$ cat src/inc/pgtm_params.svh
// Purpose: Offsets, field positions and reset values of the PG tree masks
// Assumes: Byte-wide registers on an 8-bit register address
// Notes:   Reset values stand in for the factory-programmed defaults
`ifndef PGTM_PARAMS_SVH
`define PGTM_PARAMS_SVH

// ----------------------------------------------------------------------
// Register offsets
// ----------------------------------------------------------------------
`define PGTM_OFS_FOUR_LOW 8'ha6
`define PGTM_OFS_FOUR_HIGH 8'ha7
`define PGTM_OFS_TWO_LOW 8'ha8

// ----------------------------------------------------------------------
// Low mask layout (rails)
// ----------------------------------------------------------------------
`define PGTM_BIT_LINEAR_REG_TWO 7
`define PGTM_BIT_LOAD_SWITCH_A 6
`define PGTM_BIT_STEP_DOWN_6 5
`define PGTM_BIT_STEP_DOWN_1 0

// ----------------------------------------------------------------------
// High mask layout (control pins and remaining rails)
// ----------------------------------------------------------------------
`define PGTM_BIT_CONTROL_INPUT_5 7
`define PGTM_BIT_CONTROL_INPUT_4 6
`define PGTM_BIT_CONTROL_INPUT_2 5
`define PGTM_BIT_CONTROL_INPUT_1 4
`define PGTM_BIT_TERMINATION_LDO 3
`define PGTM_BIT_SHARED 2
`define PGTM_BIT_LOAD_SWITCH_B1 1
`define PGTM_BIT_LINEAR_REG_THREE 0

// ----------------------------------------------------------------------
// Reset values (all inputs masked) and variant strap
// ----------------------------------------------------------------------
`define PGTM_RST_FOUR_LOW 8'hff
`define PGTM_RST_FOUR_HIGH 8'hff
`define PGTM_RST_TWO_LOW 8'hff
// 1: shared bit watches load_switch_b2, 0: linear_reg_one
`define PGTM_SHARED_IS_SWITCH 1'b0

`endif

$ cat src/inc/pgtm_pkg.sv
// Purpose: Types shared by the PG tree mask block
// Assumes: Constants come from pgtm_params.svh
// Notes:   Types only
package pgtm_pkg;
  typedef logic [7:0] pgtm_byte_t;
endpackage

$ cat src/hw/pgtm_top.sv
// Purpose: Mask registers and power-good trees for output pins four and two
// Assumes: Register port is synchronous to clk_i; rail and pin inputs async
// Notes:   Outputs are registered; rail and pin inputs pass a two-flop synchroniser
`timescale 1ns/1ns
`default_nettype none
`include "pgtm_params.svh"

module pgtm_top
  import pgtm_pkg::*;
(
  // Clock, reset and enable
  input wire logic clk_i,
  input wire logic rst_b_i,
  input wire logic ce_i,
  // Register port
  input wire logic [7:0] reg_addr_i,
  input wire logic reg_wr_i,
  input wire logic reg_rd_i,
  input wire logic [7:0] reg_wdata_i,
  output logic [7:0] reg_rdata_o,
  output logic reg_hit_o,
  // Rail power-good inputs, low-mask order
  input wire logic [7:0] rail_pg_i,
  // Control-pin and rail inputs, high-mask order, bit 2 unused
  input wire logic [7:0] aux_pg_i,
  // Variant inputs sharing high-mask bit 2
  input wire logic load_switch_b2_pg_i,
  input wire logic linear_reg_one_pg_i,
  // Power-good tree outputs
  output logic output_pin_four_o,
  output logic output_pin_two_o
);

  // ----------------------------------------------------------------------
  // Tree reduction
  // ----------------------------------------------------------------------
  // Good when every input is good or masked off
  function automatic logic pgtm_tree(input pgtm_byte_t pg,
                                     input pgtm_byte_t msk);
    pgtm_tree = &(pg | msk);
  endfunction

  // ----------------------------------------------------------------------
  // Input synchroniser
  // ----------------------------------------------------------------------
  logic [16:0] raw_in;
  logic [16:0] sync1_q;
  logic [16:0] sync2_q;
  pgtm_byte_t rail_s;
  pgtm_byte_t aux_s;
  logic shared_raw;

  // Variant strap picks the shared input
  assign shared_raw = `PGTM_SHARED_IS_SWITCH ? load_switch_b2_pg_i
                                             : linear_reg_one_pg_i;
  assign raw_in = {shared_raw, aux_pg_i, rail_pg_i};

  // Two flops per bit, first stage read only by the second
  genvar gi;
  generate
    for (gi = 0; gi < 17; gi++) begin : g_sync
      always_ff @(posedge clk_i or negedge rst_b_i) begin
        if (!rst_b_i) begin
          sync1_q[gi] <= 1'b0;
          sync2_q[gi] <= 1'b0;
        end else if (ce_i) begin
          sync1_q[gi] <= raw_in[gi];
          sync2_q[gi] <= sync1_q[gi];
        end
      end
    end
  endgenerate

  assign rail_s = sync2_q[7:0];
  assign aux_s = {sync2_q[15:11], sync2_q[16], sync2_q[9:8]};

  // ----------------------------------------------------------------------
  // Register decode
  // ----------------------------------------------------------------------
  logic hit_four_lo;
  logic hit_four_hi;
  logic hit_two_lo;
  logic hit_any;

  assign hit_four_lo = reg_addr_i == `PGTM_OFS_FOUR_LOW;
  assign hit_four_hi = reg_addr_i == `PGTM_OFS_FOUR_HIGH;
  assign hit_two_lo = reg_addr_i == `PGTM_OFS_TWO_LOW;
  assign hit_any = hit_four_lo | hit_four_hi | hit_two_lo;

  // ----------------------------------------------------------------------
  // Mask registers
  // ----------------------------------------------------------------------
  pgtm_byte_t four_lo_q;
  pgtm_byte_t four_hi_q;
  pgtm_byte_t two_lo_q;

  always_ff @(posedge clk_i or negedge rst_b_i) begin
    if (!rst_b_i) begin
      four_lo_q <= `PGTM_RST_FOUR_LOW;
    end else if (ce_i && reg_wr_i && hit_four_lo) begin
      four_lo_q <= reg_wdata_i;
    end
  end

  always_ff @(posedge clk_i or negedge rst_b_i) begin
    if (!rst_b_i) begin
      four_hi_q <= `PGTM_RST_FOUR_HIGH;
    end else if (ce_i && reg_wr_i && hit_four_hi) begin
      four_hi_q <= reg_wdata_i;
    end
  end

  always_ff @(posedge clk_i or negedge rst_b_i) begin
    if (!rst_b_i) begin
      two_lo_q <= `PGTM_RST_TWO_LOW;
    end else if (ce_i && reg_wr_i && hit_two_lo) begin
      two_lo_q <= reg_wdata_i;
    end
  end

  // ----------------------------------------------------------------------
  // Read path
  // ----------------------------------------------------------------------
  pgtm_byte_t rdata_d;

  // Unmapped offsets read as zero
  assign rdata_d = hit_four_lo ? four_lo_q :
                   hit_four_hi ? four_hi_q :
                   hit_two_lo ? two_lo_q : 8'h00;

  always_ff @(posedge clk_i or negedge rst_b_i) begin
    if (!rst_b_i) begin
      reg_rdata_o <= 8'h00;
      reg_hit_o <= 1'b0;
    end else if (ce_i) begin
      reg_rdata_o <= reg_rd_i ? rdata_d : 8'h00;
      reg_hit_o <= (reg_rd_i | reg_wr_i) & hit_any;
    end
  end

  // ----------------------------------------------------------------------
  // Power-good trees
  // ----------------------------------------------------------------------
  logic four_good_d;
  logic two_good_d;

  assign four_good_d = pgtm_tree(rail_s, four_lo_q) &
                       pgtm_tree(aux_s, four_hi_q);
  assign two_good_d = pgtm_tree(rail_s, two_lo_q);

  always_ff @(posedge clk_i or negedge rst_b_i) begin
    if (!rst_b_i) begin
      output_pin_four_o <= 1'b0;
      output_pin_two_o <= 1'b0;
    end else if (ce_i) begin
      output_pin_four_o <= four_good_d;
      output_pin_two_o <= two_good_d;
    end
  end
endmodule // pgtm_top

`default_nettype wire

$ cat config.mk
export PLATFORM = sky130hd
export DESIGN_NAME = pgtm_top
export DESIGN_NICKNAME = d
export VERILOG_FILES = /design/src/inc/pgtm_pkg.sv /design/src/hw/pgtm_top.sv
export VERILOG_INCLUDE_DIRS = /design/src /design/src/inc
export SDC_FILE = /design/constraint.sdc
export NUM_CORES = 1
export LEC_CHECK = 0
export BUFFER_PORTS_ARGS = -buffer_cell sky130_fd_sc_hd__buf_2
export CORE_MARGIN = 4
export CORE_UTILIZATION = 27
export CTS_CLUSTER_DIAMETER = 100
export DETAILED_ROUTE_END_ITERATION = 10
export PLACE_DENSITY = 0.48
export SLEW_MARGIN = 20
export SYNTH_ARGS = -nofsm -noshare
export SYNTH_HDL_FRONTEND = slang
export SYNTH_SLANG_ARGS = --single-unit
export TNS_END_PERCENT = 20
$ cat constraint.sdc
create_clock -name clk_i -period 1.3 [get_ports clk_i]
set_clock_uncertainty 0.15 [all_clocks]
set_input_delay 0.195 -clock clk_i [delete_from_list [all_inputs] [get_ports clk_i]]
set_output_delay 0.195 -clock clk_i [all_outputs]
set_load 0.1 [all_outputs]
==> flow_metrics.tcl <==
set metrics [dict create \
    status "complete, but fails checks" \
    violations "negative setup slack" \
    period_needed_ns 1.42 \
    crit_fanout 2 \
    drv_cap 0 \
    post_dp_cell_area_sq_mm 0.00368 \
    drv_slew 0 \
    worstRegToRegCells 4 \
    max_stage_delay_ns 0.56 \
    cts_root_buf "clkbuf_8" \
    hold_viol_final 0 \
    p_total_mw 4.90 \
    coreArea_sq_mm 0.0103 \
    grt_pass1_wl_um 11800 \
    wl_um 7120 \
    cts.sinks 67 \
    avgViaCountPerCell 4.51 \
    post_cts_buffers 0 \
    n_antenna_cell 0 \
    cp_slowest_cell "dfstp_2" \
    synth-seq-cells 67 \
    pwr-share-comb 0.118 \
    ys_types 30 \
    synth_top_area_frac 0.374 \
    antenna_found_initial 0 \
    die_w_um 111 \
    drt_pass1_iterations 4 \
    finalSetupViolCount 1 \
    post-route-util 0.413 \
    io_buffers 47 \
    slew_headroom 0.757 \
    dieArea_sq_mm 0.0124 \
    synthArstFlopShare 1.00 \
    reg2reg_slack_ns -0.12 \
    tightestPinTransition_ns 0.364 \
    worst-path-buf-inv 1 \
    grt_setup_unrepaired "true" \
    synth_common_cells "mux2_2, dfrtp_1, dfstp_2, nor2_1, o22ai_1" \
    whs_ns 0.0962 \
    grt_max_degree 43 \
    die_h_um 111 \
    avgSynthCellArea_sq_um 14.2 \
    nNetsFinal 348 \
    synth-edff-count 0 \
    setup_ws_ns -0.120 \
    final_cells 450 \
    grt_pass1_vias 2135 \
    p_switching_mw 1.12 \
    power_density_mw_per_mm2 1150 \
    p_int_mw 3.78 \
    pwr-share-clk 0.400 \
    first_iter_violations 84 \
    syn_to_final_growth_pct 48.3 \
    leakage_nw 1.83 \
    synthTopCellsByArea "dfrtp_1, mux2_2, dfstp_2" \
    synth_nets 242 \
    final_cell_area_sq_mm 0.00426 \
    rows 37 \
    vdd_drop_max_mv 0.481 \
    clk_latency_ns 0.34 \
    grtUsageTotal 0.123 \
    synth_flop_cell "dfrtp_1" \
    grt_remaining_overflow 0 \
    critical_path_required_ns 1.43 \
    critical_path.top_delay_family "flip-flops" \
    tritoncts "yes" \
    ant_nets 0 \
    cp.arrival_ns 1.55 \
    yosys.area.top_type "dfrtp_1" \
    syn_area_sq_mm 0.00287 \
    dp_hpwl_um 5100 \
    hold_class "primary input to async pin" \
    power_frac_seq 0.482 \
    wire_per_inst_um 15.8 \
    start_util 0.278 \
    yosysMostFrequentCell "mux2_2" \
    timing.final.crit_share 1.09 \
    numCtsBuffers 9 \
    drive_above_1_share 0.592 \
    yosysSeqAreaShare 0.594 \
    placedCellCount 409 \
    boundaryPins 50 \
    clockBufferDepth 2 \
    gp_congestion 0.742 \
    tns_ns -0.120 \
    critPathKind "register to register" \
    drc_errors 0 \
    synth_cells 203 \
    fmax_mhz 704 \
    critical_path_cell_count 4 \
    cts.clk_slew.worst_paths_ns 0.08 \
    cp-start-kind "register" \
    vias 2030 \
    critPathCaptureType "register" \
    cp_cell_sequence "o22ai_4 > nor4_4 > buf_4 > mux2_4" \
    swShare 0.228 \
    ys_warn_count 0 \
    htreeDepth 3 \
    dp_slack_ns -0.381 \
]
==> power by group through the flow <==
stage	clock network, mW	logic (mW)	registers, mW
final	1.96	0.580	2.36
after CTS	2.01	0.565	2.35
after detailed placement	0	0.491	2.39
after floorplan	0	0.242	2.35
after global routing	2.11	0.637	2.38
after global placement	0	0.483	2.38
==> flip-flops by register name, indices dropped and copies added, names as in the netlist <==
| name | cells |
|---|---|
| sync1_q | 16 |
| rail_s | 8 |
| aux_s | 8 |
| output_pin_four_o | 1 |
| output_pin_two_o | 1 |
| reg_hit_o | 1 |
| reg_rdata_o | 8 |
| four_hi_q | 8 |
| four_lo_q | 8 |
| two_lo_q | 8 |
==> worst paths after layout <==
check,end,start
max,output_pin_two_o,two_lo_q[2]
min,sync1_q[4],rst_b_i
max reg2reg,output_pin_two_o,two_lo_q[2]
min reg2reg,sync1_q[13],sync1_q[13]
max in group asynchronous,two_lo_q[1],rst_b_i
min in group clk_i,reg_hit_o,reg_rd_i
==> logic make-up after synthesis <==
group | count (synthesis) | share of synthesized area
buf+inv | 17 | 0.0231
mux | 58 | 0.227
simple gates | 31 | 0.0766
compound gates | 30 | 0.0797
flops | 67 | 0.594
==> cell type report <==
class	instances	area, sq um
Multi-Input combinational cell	119	1200
Inverter	10	37.5
Timing Repair Buffer	102	926
Clock buffer	14	163
Sequential cell	67	1710
Clock inverter	2	60.1
Tap cell	136	170
Fill cell	995	6060
==> cells in the final DEF, fill, tap and decap left out, types with 6 or more instances in the layout <==
| cell type | netlist | final |
|---|---|---|
| inv_1 | 9 | 9 |
| o22ai_1 | 10 | 6 |
| mux2_4 | 0 | 9 |
| nand2b_1 | 8 | 8 |
| a22oi_1 | 8 | 7 |
| clkbuf_8 | 0 | 11 |
| buf_2 | 2 | 34 |
| buf_4 | 0 | 27 |
| dfrtp_1 | 43 | 43 |
| nor2_1 | 10 | 10 |
| mux2_2 | 57 | 48 |
| buf_12 | 0 | 14 |
| dfstp_2 | 24 | 24 |
| o32ai_1 | 8 | 8 |
| dlygate4sd3_1 | 0 | 25 |
==> routing by layer <==
| layer | vias up | global-route usage | part of all wire |
|---|---|---|---|
| li1 | 966 | - | - |
| met1 | 1005 | 0.169 | 0.49 |
| met2 | 47 | 0.184 | 0.45 |
| met3 | 12 | 0.0306 | 0.040 |
| met4 | 0 | 0.0535 | 0.019 |
| met5 | - | 0 | 0 |
==> worst register-to-register path: stages, from the launching register on <==
cell	delay (ns)
dfstp_2	0.56
o22ai_4	0.08
nor4_4	0.29
buf_4	0.15
mux2_4	0.12
==> what timing repair did <==
item                                    in CTS  in global routing
hold buffers                                25                  0
resized for setup                           13                  8
endpoints found under the setup margin      15                 24
endpoints found under the hold margin       79                  0
pin swaps                                    8                  7
cloned                                       0                  0
No activity file was read; power rests on OpenSTA's default activity.
